$ cat src/include/tss_defines.vh
// Constants for the task scheduler and scan watchdog.
// Assumes a 125 MHz system clock; included by bare name.
`ifndef TSS_DEFINES_VH
`define TSS_DEFINES_VH

// ----------------------------------------------------------------
// Timing
// ----------------------------------------------------------------
`define TSS_CLK_MHZ          125
`define TSS_MS_CYCLES        (`TSS_CLK_MHZ * 1000)
`define TSS_TICK_MS          10
`define TSS_TICK_CYCLES      (`TSS_TICK_MS * `TSS_MS_CYCLES)
`define TSS_WDOG_MS          300
`define TSS_WDOG_TICKS       (`TSS_WDOG_MS / `TSS_TICK_MS)
`define TSS_RETRIG_US        45
`define TSS_RETRIG_CYCLES    (`TSS_RETRIG_US * `TSS_CLK_MHZ)
`define TSS_PERIOD_DEF_MS    100
// 100 ms default held as a 16-bit count of 10 ms ticks
`define TSS_PERIOD_DEF       16'h000A

// ----------------------------------------------------------------
// Task codes on run_task_o
// ----------------------------------------------------------------
`define TSS_T_NONE           3'h0
`define TSS_T_CYCLIC         3'h1
`define TSS_T_INTR           3'h2
`define TSS_T_PERIODIC       3'h3
`define TSS_T_MANUAL         3'h4
`define TSS_T_POWER          3'h5
`define TSS_T_BATT           3'h6
`define TSS_T_RETRIG         3'h7

// ----------------------------------------------------------------
// APB register map (byte addresses)
// ----------------------------------------------------------------
`define TSS_A_CTRL           12'h000
`define TSS_A_PERIOD         12'h004
`define TSS_A_STATUS         12'h008
`define TSS_A_CMD            12'h00C
`define TSS_A_PRESENT        12'h010
// CTRL bits
`define TSS_CTRL_PINT_EN     0
`define TSS_CTRL_CNT_EN      1
`define TSS_CTRL_INT_DIS     2
// CMD bits (write one to pulse)
`define TSS_CMD_DONE         0
`define TSS_CMD_RETRIG       1
`define TSS_CMD_CLR_STOP     2
// PRESENT bits, one per task code
`define TSS_PRESENT_RST      7'h7F

`endif

$ cat src/logic/tss_scheduler.v
// Task scheduler with scan watchdog for a small controller.
// Assumes APB master on clk_i; pins from outside are async.
//
// Summary of operation
// - Arm watchdog per cycle; 300 ms expiry stops
// - Cyclic task only when present, powered, RUN
// - Cyclic preempted by interrupt or periodic task
// - Cyclic task never preempts anything
// - Interrupt task on input or counter match
// - Interrupt needs enables, presence, no disable, RUN
// - Interrupt task never preempted; preempts cyclic, periodic, battery
// - Periodic interval 10 ms to 655350 ms
// - Default periodic interval is 100 ms
// - Interrupt suspends periodic; it resumes later
// - No new periodic call before completion
// - Periodic task preempts cyclic task
// - Restart task once; absent means RUN now
// - Restart: both lamps, timers run, no irq
// - Manual restart on switch STOP to RUN
// - Power restart needs presence, RUN, battery
// - Restart tasks neither preempt nor preempted
// - Retrigger routine rearms watchdog, about 45 us
// - Battery task before cycle on battery failure
// - Call orders for switch and power cycling
// - Battery task preemptible by interrupt task
//
// Implementation choices: the APB interface to the registers and the register offsets.
`timescale 1ns/1ps
`include "tss_defines.vh"
`default_nettype none

module tss_scheduler #(
    parameter TICK_CYCLES   = `TSS_TICK_CYCLES,    // 10 ms tick
    parameter RETRIG_CYCLES = `TSS_RETRIG_CYCLES   // Retrigger run time
) (
    input  wire        clk_i,          // 125 MHz clock
    input  wire        rst_i,          // Sync reset, active high
    input  wire        psel_i,         // APB select
    input  wire        penable_i,      // APB enable
    input  wire        pwrite_i,       // APB direction
    input  wire [11:0] paddr_i,        // APB byte address
    input  wire [31:0] pwdata_i,       // APB write data
    output wire        pready_o,       // APB ready, always high
    output reg  [31:0] prdata_o,       // APB read data
    output wire        pslverr_o,      // APB error on unmapped
    input  wire        power_ok_i,     // Power on (async pin)
    input  wire        run_switch_i,   // Mode switch at RUN (pin)
    input  wire        battery_ok_i,   // Backup battery good (pin)
    input  wire        proc_irq_i,     // Process interrupt (pin)
    input  wire        cnt_match_i,    // Counter compare reached
    output reg  [2:0]  run_task_o,     // Task now executing
    output reg         run_mode_o,     // Controller in RUN
    output reg         led_green_o,    // Green mode lamp
    output reg         led_red_o,      // Red mode lamp
    output reg         cnt_enable_o    // Counter inputs enabled
);

// ----------------------------------------------------------------
// Input synchronisers
// ----------------------------------------------------------------
// Two stages per pin; only stage two is read by logic
wire [4:0] pin_raw = {cnt_match_i, proc_irq_i, battery_ok_i,
                      run_switch_i, power_ok_i};
reg  [4:0] pin_s1_reg;                 // First stage
reg  [4:0] pin_s2_reg;                 // Second stage
genvar gi;
generate
    for (gi = 0; gi < 5; gi = gi + 1) begin : g_sync
        always @(posedge clk_i) begin
            if (rst_i) begin
                pin_s1_reg[gi] <= 1'b0;
                pin_s2_reg[gi] <= 1'b0;
            end else begin
                pin_s1_reg[gi] <= pin_raw[gi];
                pin_s2_reg[gi] <= pin_s1_reg[gi];
            end
        end
    end
endgenerate
wire power_ok  = pin_s2_reg[0];
wire run_sw    = pin_s2_reg[1];
wire batt_ok   = pin_s2_reg[2];
wire proc_irq  = pin_s2_reg[3];
wire cnt_match = pin_s2_reg[4];

// ----------------------------------------------------------------
// Registers
// ----------------------------------------------------------------
reg  [2:0]  ctrl_reg;                  // Source enables, disable
reg  [15:0] period_reg;                // Interval in 10 ms ticks
reg  [6:0]  present_reg;               // Task present per code-1
reg         wdog_stop_reg;             // Watchdog forced STOP
reg  [15:0] period_cnt_reg;            // Periodic down counter
reg  [5:0]  wdog_cnt_reg;              // Watchdog tick counter
reg         wdog_armed_reg;            // Watchdog running
reg  [31:0] tick_cnt_reg;              // Tick divider
reg         tick_reg;                  // One-cycle 10 ms pulse
reg         per_pend_reg;              // Periodic call pending
reg         irq_pend_reg;              // Interrupt call pending
reg         batt_pend_reg;             // Battery task owed
reg         sw_d_reg;                  // Previous switch level
reg         pwr_d_reg;                 // Previous power level
reg         ran_before_reg;            // Was RUN at power loss
reg         rtr_busy_reg;              // Cleared at reset; never set
reg  [15:0] rtr_cnt_reg;               // Retrigger run counter
reg  [2:0]  state_reg;                 // Scheduler state
reg  [2:0]  saved_task_reg;            // Task interrupted by irq
reg  [2:0]  per_saved_reg;             // Task interrupted by per.
reg         pwr_restart_reg;           // Last restart was power
reg         irq_src_d_reg;             // Previous gated irq level

// APB decode; single-cycle slave
wire apb_wr = psel_i & penable_i & pwrite_i;
wire apb_rd = psel_i & ~penable_i & ~pwrite_i;   // Read setup phase
wire hit    = (paddr_i == `TSS_A_CTRL) | (paddr_i == `TSS_A_PERIOD) |
              (paddr_i == `TSS_A_STATUS) | (paddr_i == `TSS_A_CMD) |
              (paddr_i == `TSS_A_PRESENT);
assign pready_o  = 1'b1;
assign pslverr_o = psel_i & penable_i & ~hit;

// Command pulses from the control program
wire cmd_wr   = apb_wr & (paddr_i == `TSS_A_CMD);
wire done_p   = cmd_wr & pwdata_i[`TSS_CMD_DONE];
wire retrig_p = cmd_wr & pwdata_i[`TSS_CMD_RETRIG];
wire clrstp_p = cmd_wr & pwdata_i[`TSS_CMD_CLR_STOP];

// ----------------------------------------------------------------
// Scheduler states
// ----------------------------------------------------------------
localparam S_STOP    = 3'h0;  // Not running
localparam S_RESTART = 3'h1;  // Restart task running
localparam S_CYCLIC  = 3'h2;  // Cyclic pass
localparam S_INTR    = 3'h3;  // Interrupt task
localparam S_PERIOD  = 3'h4;  // Periodic task
localparam S_BATT    = 3'h5;  // Battery task
localparam S_RETRIG  = 3'h6;  // Retrigger routine

function present;
    input [2:0] code;
    present = present_reg[code - 3'h1];
endfunction

wire can_run  = power_ok & run_sw & ~wdog_stop_reg;
wire int_ok   = can_run & ~ctrl_reg[`TSS_CTRL_INT_DIS];
// Interrupt sources gated by their enables
wire irq_src  = (proc_irq & ctrl_reg[`TSS_CTRL_PINT_EN]) |
                (cnt_match & ctrl_reg[`TSS_CTRL_CNT_EN]);
wire sw_rise  = run_sw & ~sw_d_reg;
wire pwr_rise = power_ok & ~pwr_d_reg;
// Edge only: a source held high must not fire the task again
wire irq_rise = irq_src & ~irq_src_d_reg;

// ----------------------------------------------------------------
// Tick divider
// ----------------------------------------------------------------
// Timers keep running in every state, restart included
always @(posedge clk_i) begin
    if (rst_i) begin
        tick_cnt_reg <= 32'h0000_0000;
        tick_reg     <= 1'b0;
    end else if (tick_cnt_reg == TICK_CYCLES - 1) begin
        tick_cnt_reg <= 32'h0000_0000;
        tick_reg     <= 1'b1;
    end else begin
        tick_cnt_reg <= tick_cnt_reg + 32'h0000_0001;
        tick_reg     <= 1'b0;
    end
end

// ----------------------------------------------------------------
// Register writes
// ----------------------------------------------------------------
always @(posedge clk_i) begin
    if (rst_i) begin
        ctrl_reg    <= 3'h0;
        period_reg  <= `TSS_PERIOD_DEF;
        present_reg <= `TSS_PRESENT_RST;
    end else if (apb_wr) begin
        if (paddr_i == `TSS_A_CTRL)
            ctrl_reg <= pwdata_i[2:0];
        if (paddr_i == `TSS_A_PERIOD)
            period_reg <= pwdata_i[15:0];
        if (paddr_i == `TSS_A_PRESENT)
            present_reg <= pwdata_i[6:0];
    end
end

// Read mux
always @(posedge clk_i) begin
    if (rst_i) begin
        prdata_o <= 32'h0000_0000;
    end else if (apb_rd) begin
        // Loaded in setup so the word stands at the access edge
        case (paddr_i)
            `TSS_A_CTRL:    prdata_o <= {29'h0, ctrl_reg};
            `TSS_A_PERIOD:  prdata_o <= {16'h0, period_reg};
            `TSS_A_PRESENT: prdata_o <= {25'h0, present_reg};
            `TSS_A_STATUS:  prdata_o <= {21'h00_0000, wdog_stop_reg,
                                         ~batt_ok, run_mode_o,
                                         state_reg, run_task_o,
                                         irq_pend_reg, per_pend_reg};
            default:        prdata_o <= 32'h0000_0000;
        endcase
    end
end

// ----------------------------------------------------------------
// Periodic timer
// ----------------------------------------------------------------
// Reloads on expiry; zero interval keeps the task idle
always @(posedge clk_i) begin
    if (rst_i) begin
        period_cnt_reg <= `TSS_PERIOD_DEF;
        per_pend_reg   <= 1'b0;
    end else begin
        if (period_reg == 16'h0000) begin
            period_cnt_reg <= 16'h0000;
            per_pend_reg   <= 1'b0;
        end else if (tick_reg) begin
            if (period_cnt_reg <= 16'h0001) begin
                period_cnt_reg <= period_reg;
                // Raise only when the task is not running, so a
                // call never overlaps its own predecessor
                if (int_ok & present(`TSS_T_PERIODIC) &
                    state_reg != S_PERIOD & per_saved_reg == 3'h0)
                    per_pend_reg <= 1'b1;
            end else begin
                period_cnt_reg <= period_cnt_reg - 16'h0001;
            end
        end
        if (state_reg == S_PERIOD & run_task_o == `TSS_T_PERIODIC)
            per_pend_reg <= 1'b0;
    end
end

// ----------------------------------------------------------------
// Scan watchdog
// ----------------------------------------------------------------
wire pass_start = state_reg == S_CYCLIC & run_task_o != `TSS_T_CYCLIC;
always @(posedge clk_i) begin
    if (rst_i) begin
        wdog_cnt_reg   <= 6'h00;
        wdog_armed_reg <= 1'b0;
        wdog_stop_reg  <= 1'b0;
    end else begin
        // Clear first so an expiry in the same cycle still wins
        if (clrstp_p & ~run_sw)
            wdog_stop_reg <= 1'b0;
        if (state_reg == S_RESTART | state_reg == S_STOP) begin
            wdog_armed_reg <= 1'b0;
        end else if (pass_start |
                     (state_reg == S_RETRIG &
                      rtr_cnt_reg == RETRIG_CYCLES - 1)) begin
            wdog_cnt_reg   <= 6'h00;
            wdog_armed_reg <= 1'b1;
        end else if (wdog_armed_reg & tick_reg) begin
            if (wdog_cnt_reg == `TSS_WDOG_TICKS - 1)
                wdog_stop_reg <= 1'b1;
            else
                wdog_cnt_reg <= wdog_cnt_reg + 6'h01;
        end
    end
end

// ----------------------------------------------------------------
// Event capture
// ----------------------------------------------------------------
// Interrupt requests are dropped outside RUN and during restart
always @(posedge clk_i) begin
    if (rst_i) begin
        irq_pend_reg   <= 1'b0;
        irq_src_d_reg  <= 1'b0;
        sw_d_reg       <= 1'b0;
        pwr_d_reg      <= 1'b0;
        ran_before_reg <= 1'b0;
    end else begin
        sw_d_reg      <= run_sw;
        pwr_d_reg     <= power_ok;
        irq_src_d_reg <= irq_src;
        if (power_ok)
            ran_before_reg <= run_mode_o;
        if (state_reg == S_INTR)
            irq_pend_reg <= 1'b0;
        if (irq_rise & int_ok & present(`TSS_T_INTR) &
            state_reg != S_RESTART & state_reg != S_STOP)
            irq_pend_reg <= 1'b1;
    end
end

// ----------------------------------------------------------------
// Scheduler
// ----------------------------------------------------------------
// The program reports each task end with CMD.DONE; nesting depth
// inside a task is the program's own business.
always @(posedge clk_i) begin
    if (rst_i) begin
        state_reg       <= S_STOP;
        run_task_o      <= `TSS_T_NONE;
        saved_task_reg  <= 3'h0;
        per_saved_reg   <= 3'h0;
        batt_pend_reg   <= 1'b0;
        rtr_busy_reg    <= 1'b0;
        rtr_cnt_reg     <= 16'h0000;
        run_mode_o      <= 1'b0;
        pwr_restart_reg <= 1'b0;
    end else if (~can_run) begin
        state_reg      <= S_STOP;
        run_task_o     <= `TSS_T_NONE;
        saved_task_reg <= 3'h0;
        per_saved_reg  <= 3'h0;
        run_mode_o     <= 1'b0;
    end else begin
        case (state_reg)
            S_STOP: begin
                // Power return or switch edge chooses restart task
                pwr_restart_reg <= pwr_rise;
                if (pwr_rise & ran_before_reg & batt_ok &
                    present(`TSS_T_POWER)) begin
                    state_reg  <= S_RESTART;
                    run_task_o <= `TSS_T_POWER;
                end else if (sw_rise & ~pwr_rise &
                             present(`TSS_T_MANUAL)) begin
                    state_reg  <= S_RESTART;
                    run_task_o <= `TSS_T_MANUAL;
                end else begin
                    state_reg     <= S_CYCLIC;
                    run_task_o    <= `TSS_T_NONE;
                    batt_pend_reg <= ~pwr_rise;
                end
            end
            S_RESTART: begin
                // Nothing preempts a restart task
                if (done_p) begin
                    state_reg     <= S_CYCLIC;
                    run_task_o    <= `TSS_T_NONE;
                    run_mode_o    <= 1'b1;
                    batt_pend_reg <= ~pwr_restart_reg;
                end
            end
            S_CYCLIC: begin
                run_mode_o <= 1'b1;
                if (irq_pend_reg) begin
                    saved_task_reg <= run_task_o;
                    state_reg      <= S_INTR;
                    run_task_o     <= `TSS_T_INTR;
                end else if (per_pend_reg) begin
                    per_saved_reg <= run_task_o;
                    state_reg     <= S_PERIOD;
                    run_task_o    <= `TSS_T_PERIODIC;
                end else if (retrig_p) begin
                    saved_task_reg <= run_task_o;
                    state_reg      <= S_RETRIG;
                    run_task_o     <= `TSS_T_RETRIG;
                    rtr_cnt_reg    <= 16'h0000;
                end else if (run_task_o == `TSS_T_NONE) begin
                    // Cycle checkpoint
                    if (batt_pend_reg & ~batt_ok &
                        present(`TSS_T_BATT)) begin
                        state_reg  <= S_BATT;
                        run_task_o <= `TSS_T_BATT;
                    end else if (present(`TSS_T_CYCLIC)) begin
                        run_task_o <= `TSS_T_CYCLIC;
                    end
                    batt_pend_reg <= 1'b1;
                end else if (done_p) begin
                    run_task_o <= `TSS_T_NONE;
                end
            end
            S_BATT: begin
                if (irq_pend_reg) begin
                    saved_task_reg <= `TSS_T_BATT;
                    state_reg      <= S_INTR;
                    run_task_o     <= `TSS_T_INTR;
                end else if (done_p) begin
                    state_reg  <= S_CYCLIC;
                    run_task_o <= present(`TSS_T_CYCLIC) ?
                                  `TSS_T_CYCLIC : `TSS_T_NONE;
                end
            end
            S_PERIOD: begin
                if (irq_pend_reg) begin
                    saved_task_reg <= `TSS_T_PERIODIC;
                    state_reg      <= S_INTR;
                    run_task_o     <= `TSS_T_INTR;
                end else if (done_p) begin
                    state_reg     <= S_CYCLIC;
                    run_task_o    <= per_saved_reg;
                    per_saved_reg <= 3'h0;
                end
            end
            S_INTR: begin
                // Runs to its end; no preemption path here
                if (done_p) begin
                    run_task_o     <= saved_task_reg;
                    saved_task_reg <= 3'h0;
                    if (saved_task_reg == `TSS_T_PERIODIC)
                        state_reg <= S_PERIOD;
                    else if (saved_task_reg == `TSS_T_BATT)
                        state_reg <= S_BATT;
                    else
                        state_reg <= S_CYCLIC;
                end
            end
            S_RETRIG: begin
                // Fixed run time, not interruptible
                if (rtr_cnt_reg == RETRIG_CYCLES - 1) begin
                    state_reg      <= S_CYCLIC;
                    run_task_o     <= saved_task_reg;
                    saved_task_reg <= 3'h0;
                end else begin
                    rtr_cnt_reg <= rtr_cnt_reg + 16'h0001;
                end
            end
            default: begin
                state_reg  <= S_STOP;
                run_task_o <= `TSS_T_NONE;
            end
        endcase
    end
end

// ----------------------------------------------------------------
// Lamps and counter enable
// ----------------------------------------------------------------
always @(posedge clk_i) begin
    if (rst_i) begin
        led_green_o  <= 1'b0;
        led_red_o    <= 1'b1;
        cnt_enable_o <= 1'b0;
    end else begin
        led_green_o  <= state_reg != S_STOP;
        led_red_o    <= state_reg == S_STOP | state_reg == S_RESTART;
        cnt_enable_o <= state_reg != S_STOP & state_reg != S_RESTART;
    end
end

endmodule // tss_scheduler

`default_nettype wire

$ cat config.mk
export PLATFORM = sky130hd
export DESIGN_NAME = tss_scheduler
export DESIGN_NICKNAME = d
export VERILOG_FILES = /design/src/logic/tss_scheduler.v
export VERILOG_INCLUDE_DIRS = /design/src /design/src/include
export SDC_FILE = /design/constraint.sdc
export NUM_CORES = 1
export LEC_CHECK = 0
export BUFFER_PORTS_ARGS = -buffer_cell sky130_fd_sc_hd__buf_2
export CAP_MARGIN = 20
export CORE_ASPECT_RATIO = 0.75
export CORE_MARGIN = 5
export CORE_UTILIZATION = 50
export DETAILED_ROUTE_END_ITERATION = 10
export PLACE_DENSITY = 0.71
export SETUP_SLACK_MARGIN = 0.15
export SLEW_MARGIN = 20
export SYNTH_ARGS = -nofsm -noshare
export SYNTH_HDL_FRONTEND = slang
export SYNTH_SLANG_ARGS = --single-unit
export TNS_END_PERCENT = 30
$ cat constraint.sdc
create_clock -name clk_i -period 2.7 [get_ports clk_i]
set_clock_uncertainty 0.1 [all_clocks]
set_input_delay 0.27 -clock clk_i [delete_from_list [all_inputs] [get_ports clk_i]]
set_output_delay 0.27 -clock clk_i [all_outputs]
set_load 0.02 [all_outputs]
After elaboration in Yosys (flattened, before gate mapping)
Cells that the tools add are included.
Word-level totals
  ROM bits: 0
  flip-flop bits (word level): 165
  memories: 0
  latch bits: 0
  input port bits: 54
  word-level logic and storage cells: 250
  memory bits (writable): 0
  output and inout port bits: 41
Cells by class
  shift operators: 0
  bitwise operators: 58
  multiplexer cells: 73
  order comparisons: 1
  multipliers: 0
  div/mod/pow operators: 0
  $add $sub $neg: 4
  reductions and logical operators: 33
  eq/ne operators: 43
Operators by type and width (number)
  3-bit two-way mux: 36
  16-bit two-way mux: 5
  16-bit case mux with 4 select lines: 1
  1-bit bitwise AND: 37
  32-bit by 1-bit adder with 32-bit output (second input constant): 1
  32-bit by 21-bit equality test with 1-bit output (second input constant): 1
  16-bit case mux with 2 select lines: 1
  2-bit inequality test (second input constant): 15
  12-bit by 4-bit equality test with 1-bit output (second input constant): 2
  3-bit case mux with 7 select lines: 1
  6-bit two-way mux: 3
  3-bit case mux with 6 select lines: 1
  1-bit two-way mux: 17
  16-bit by 1-bit adder with 16-bit output (second input constant): 1
  16-bit by 13-bit equality test with 1-bit output (second input constant): 1
  16-bit by 1-bit less-or-equal comparator with 1-bit output (second input constant): 1
  16-bit logical NOT: 1
  16-bit by 1-bit subtractor with 16-bit output (second input constant): 1
  3-bit inequality test (second input constant): 5
  3-bit case mux with 5 select lines: 1
  1-bit inverter: 14
  12-bit by 3-bit equality test with 1-bit output (second input constant): 1
  12-bit by 5-bit equality test with 1-bit output (second input constant): 1
  3-bit by 2-bit equality test with 1-bit output (second input constant): 4
  28 further kinds: 60

Depth between registers and ports, before layout
  word-level depth: 10
  mapped depth: 9
  depth with buffers taken out: 8

Worst setup path after synthesis
Ideal clock, no wire load.
  path type: reg2reg
  start point: register period_cnt_reg[0]
  end point: register period_cnt_reg[6]
  arrival: 1.867 ns
  data required time: 2.472 ns
  setup time: 0.128 ns
  clock period less this slack: 2.095 ns
  cell stages (with the launch flop): 9
  path buffers: 1
  slack: 0.605 ns
  path through: dfxtp_1 > inv_1 > ha_1 > o211ai_1 > or2_1 > clkbuf_1 > mux2_2 > a22oi_1 > nor2_1
On the way
  cells in the longest elaborated chain, start to end: 2
  elaborated cells between the ends (all ways): 3
  those cells by class: 1 x add/sub; 1 x order compare; 1 x mux
Ends and longest elaborated chain
  start: declaration: RTL line tss_scheduler.v:93  | reg [15:0] period_cnt_reg;
  start signal: assignment: RTL line tss_scheduler.v:213  | period_cnt_reg <= `TSS_PERIOD_DEF;
  start signal: assignment: RTL line tss_scheduler.v:221  | period_cnt_reg <= period_reg;
  start signal: assignment: RTL line tss_scheduler.v:228  | period_cnt_reg <= period_cnt_reg - 16'h0001;
  16-bit by 1-bit subtractor with 16-bit output / 16-bit by 1-bit less-or-equal comparator with 1-bit output (equally long branches): RTL line tss_scheduler.v:228, tss_scheduler.v:220
  16-bit two-way mux (*): RTL line tss_scheduler.v:220  | if (period_cnt_reg <= 16'h0001) begin
Every way passes the cells marked *; elsewhere a longest branch is shown, timed or not.
A chain may end at the register's enable or synchronous reset.

Worst setup path after layout
Ends and elaborated chain as after synthesis.

==> results_dict.tcl <==
set metrics [dict create \
    status "completed" \
    synth-compound-area-share 0.148 \
    synthArstFlopShare 0 \
    fillCellCount 1332 \
    synthToLayoutAreaGrowth_pct 15.2 \
    synth_xor_area_frac 0.0593 \
    grt_overflow 0 \
    tightest_slew_ns 0.706 \
    synthAdderAreaFrac 0.0132 \
    ys_seq_area_frac 0.404 \
    synth_top_area_share 0.404 \
    num_vias 6598 \
    dieArea_um2 17300 \
    num_io_pins 95 \
    reg2reg_from "period_cnt_reg[0]" \
    dp_worst_setup_slack_ns 0.443 \
    cp-start-kind "flop" \
    antenna_found_initial 0 \
    path_class "reg -> reg" \
    nets 1020 \
    path_clk_slew_ns 0.06 \
    fin_setup_tns_ns 0 \
    cts_max_level 4 \
    num_antenna_cells 0 \
    muxShareOfSynthArea 0.0209 \
    finalWorstSetupSlack_ns 0.339 \
    hpwl_um 13100 \
    die_w_um 150 \
    first_iter_violations 548 \
    grt_pass1_vias 6059 \
    synth_edf_count 0 \
    critPathLaunch "period_cnt_reg[0]" \
    routed_via_density 5.63 \
    arrival_ns 2.53 \
    syn_inst 892 \
    cts.path.max_buffers 2 \
    grt_setup_unrepaired "no" \
    die_y_um 115 \
    max_freq_ghz 0.424 \
    drt-total-wl_um 18700 \
    setup_violations 0 \
    power.leakage_nw 3.16 \
    ir_drop_mv 0.412 \
    synth_top_family_by_area "simple AND/OR/NAND/NOR gates" \
    synth_area_um2 7380 \
    mostFrequentLayoutCells "149 x dfxtp_1, 124 x nor2_1, 92 x nand2_1, 61 x buf_2, 45 x a21oi_1" \
    drc 0 \
    worstPathRequired_ns 2.87 \
    r2r_slack_ns 0.34 \
    final_common_cell "dfxtp_1" \
    io_buffers 61 \
    gp_congestion 0.972 \
    min_period_ns 2.36 \
    final_layout_size_suffix_gt1_frac 0.145 \
    multi_input_area_um2 4030 \
    yosys_register_bits 149 \
    drtPass1Iterations 5 \
    wl_per_cell_um 15.9 \
    hp-class "in -> reg" \
    worst_setup_path_end_kind "flop" \
    cts_tree "done" \
    cp_max_fo 7 \
    max_slew_margin 0.526 \
    ys_warn_count 0 \
    drtAntennaViolNets 0 \
    largest_reg_flops 32 \
    track_usage 0.218 \
    hold_start "pwdata_i[4]" \
    hold_viol 0 \
    reg2regPathDepth 7 \
    fin_crit_sh 0.874 \
    cts-resized-gates 0 \
    maxSlewViolCount 0 \
    ys.flop_type "dfxtp_1" \
    avgSynthCellArea_um2 8.27 \
    regToRegEndpoint "period_cnt_reg[6]" \
    core_region_area_um2 14500 \
    synth.distinct_cells 74 \
    maxCapViolations 0 \
    numClockSinks 149 \
    cts_buffers 17 \
    hold_depth 2 \
    start_util 0.511 \
    grt_max_degree 33 \
    yosys.area.top_type "dfxtp_1" \
    power_density_nw_per_um2 554 \
    min_to "present_reg[4]" \
    cts-root-buf "clkbuf_16" \
    rows 38 \
    seq_area_um2 2980 \
    synthSimpleGateAreaFrac 0.295 \
    grt_pass1_wl_um 30700 \
    clk_latency_ns 0.41 \
    yosys-top-cells-area "dfxtp_1 40%, nor2_1 6.3%, nand2_1 4.7%, xor2_1 3.4%, a21oi_1 3.1%" \
]
[cell families after synthesis]
logic type | Yosys count
other | 2
flip-flops | 149
AO/OA/AOI/OAI | 166
buffers and inverters | 80
multiplexers | 15
AND/OR/NAND/NOR | 422
adder cells (fa/ha/maj) | 8
XOR/XNOR | 50
[routing by layer]
metal,track usage,wire [um],up-vias
met1,0.315,8960,3072
li1,-,-,3265
met4,0.0530,110,0
met2,0.330,8050,248
met3,0.0520,1550,13
met5,0,0,-
[what timing repair did]
item                      CTS  global route
hold buffers               14             0
buffers inserted            0             0
hold endpoints to repair   14             0
[how the worst max path moves through the flow]
stage,to,depth (start not counted)
floorplan,period_cnt_reg[6],8
global placement,tick_cnt_reg[30],6
detailed placement,tick_cnt_reg[4],6
CTS,period_cnt_reg[6],7
global route,period_cnt_reg[6],7
finish,period_cnt_reg[6],7
[power by group]
part	internal [mW]	switching, mW	leakage (nW)
Clock	1.38	0.922	0.272
Combinational	0.0668	0.117	1.69
Sequential	2.21	0.0106	1.20
Total	3.66	1.05	3.16
[cells in the mapped netlist, types with 4 or more instances]
cell type / number
a31o_2: 4
nor4_1: 19
mux2i_1: 12
a211o_2: 4
nand3_1: 31
nor2_1: 124
nand2_1: 92
or3_1: 4
nor4b_1: 5
xor2_1: 29
o21a_1: 5
a211o_1: 6
clkbuf_1: 32
nand3b_1: 8
nand2b_1: 5
nor3b_1: 8
nor3_1: 23
or2_2: 5
a21o_1: 6
buf_2: 6
inv_1: 17
nand4_1: 26
a21oi_1: 45
o21ai_0: 40
a221oi_1: 9
buf_4: 17
a22oi_1: 7
and3_1: 13
nor2b_1: 31
dfxtp_1: 149
ha_1: 7
and4_1: 7
a211oi_1: 11
xnor2_1: 21
[worst max-delay path, stage by stage, from the launching register on]
cell	delay, ns
dfxtp_1	0.43
inv_1	0.12
ha_1	0.26
o211ai_1	0.36
or2_1	0.31
mux2_2	0.38
a22oi_1	0.20
nor2_1	0.06
[final cells by class]
class / instances / share of cell area
multi-input combinational: 678 / 0.473
inverter: 17 / 0.00750
clock buffer: 20 / 0.0525
timing repair buffer: 96 / 0.0709
sequential: 149 / 0.351
tap: 200 / 0.0294
clock inverter: 12 / 0.0154
[stage by stage]
step                cells  hold slack, ns  utilization  instance area, um^2  power, mW
finish               1172         0.00838        0.588                 8500       4.71
global route         1172         0.00299        0.588                 8500       4.88
CTS                  1172         0.00306        0.588                 8500       4.76
detailed placement   1126           0.327        0.539                 7790       2.44
global placement     1126           0.324        0.539                 7790       2.44
floorplan             907           0.261            -                 7440       2.39
Power figures use the tool's default switching activity.
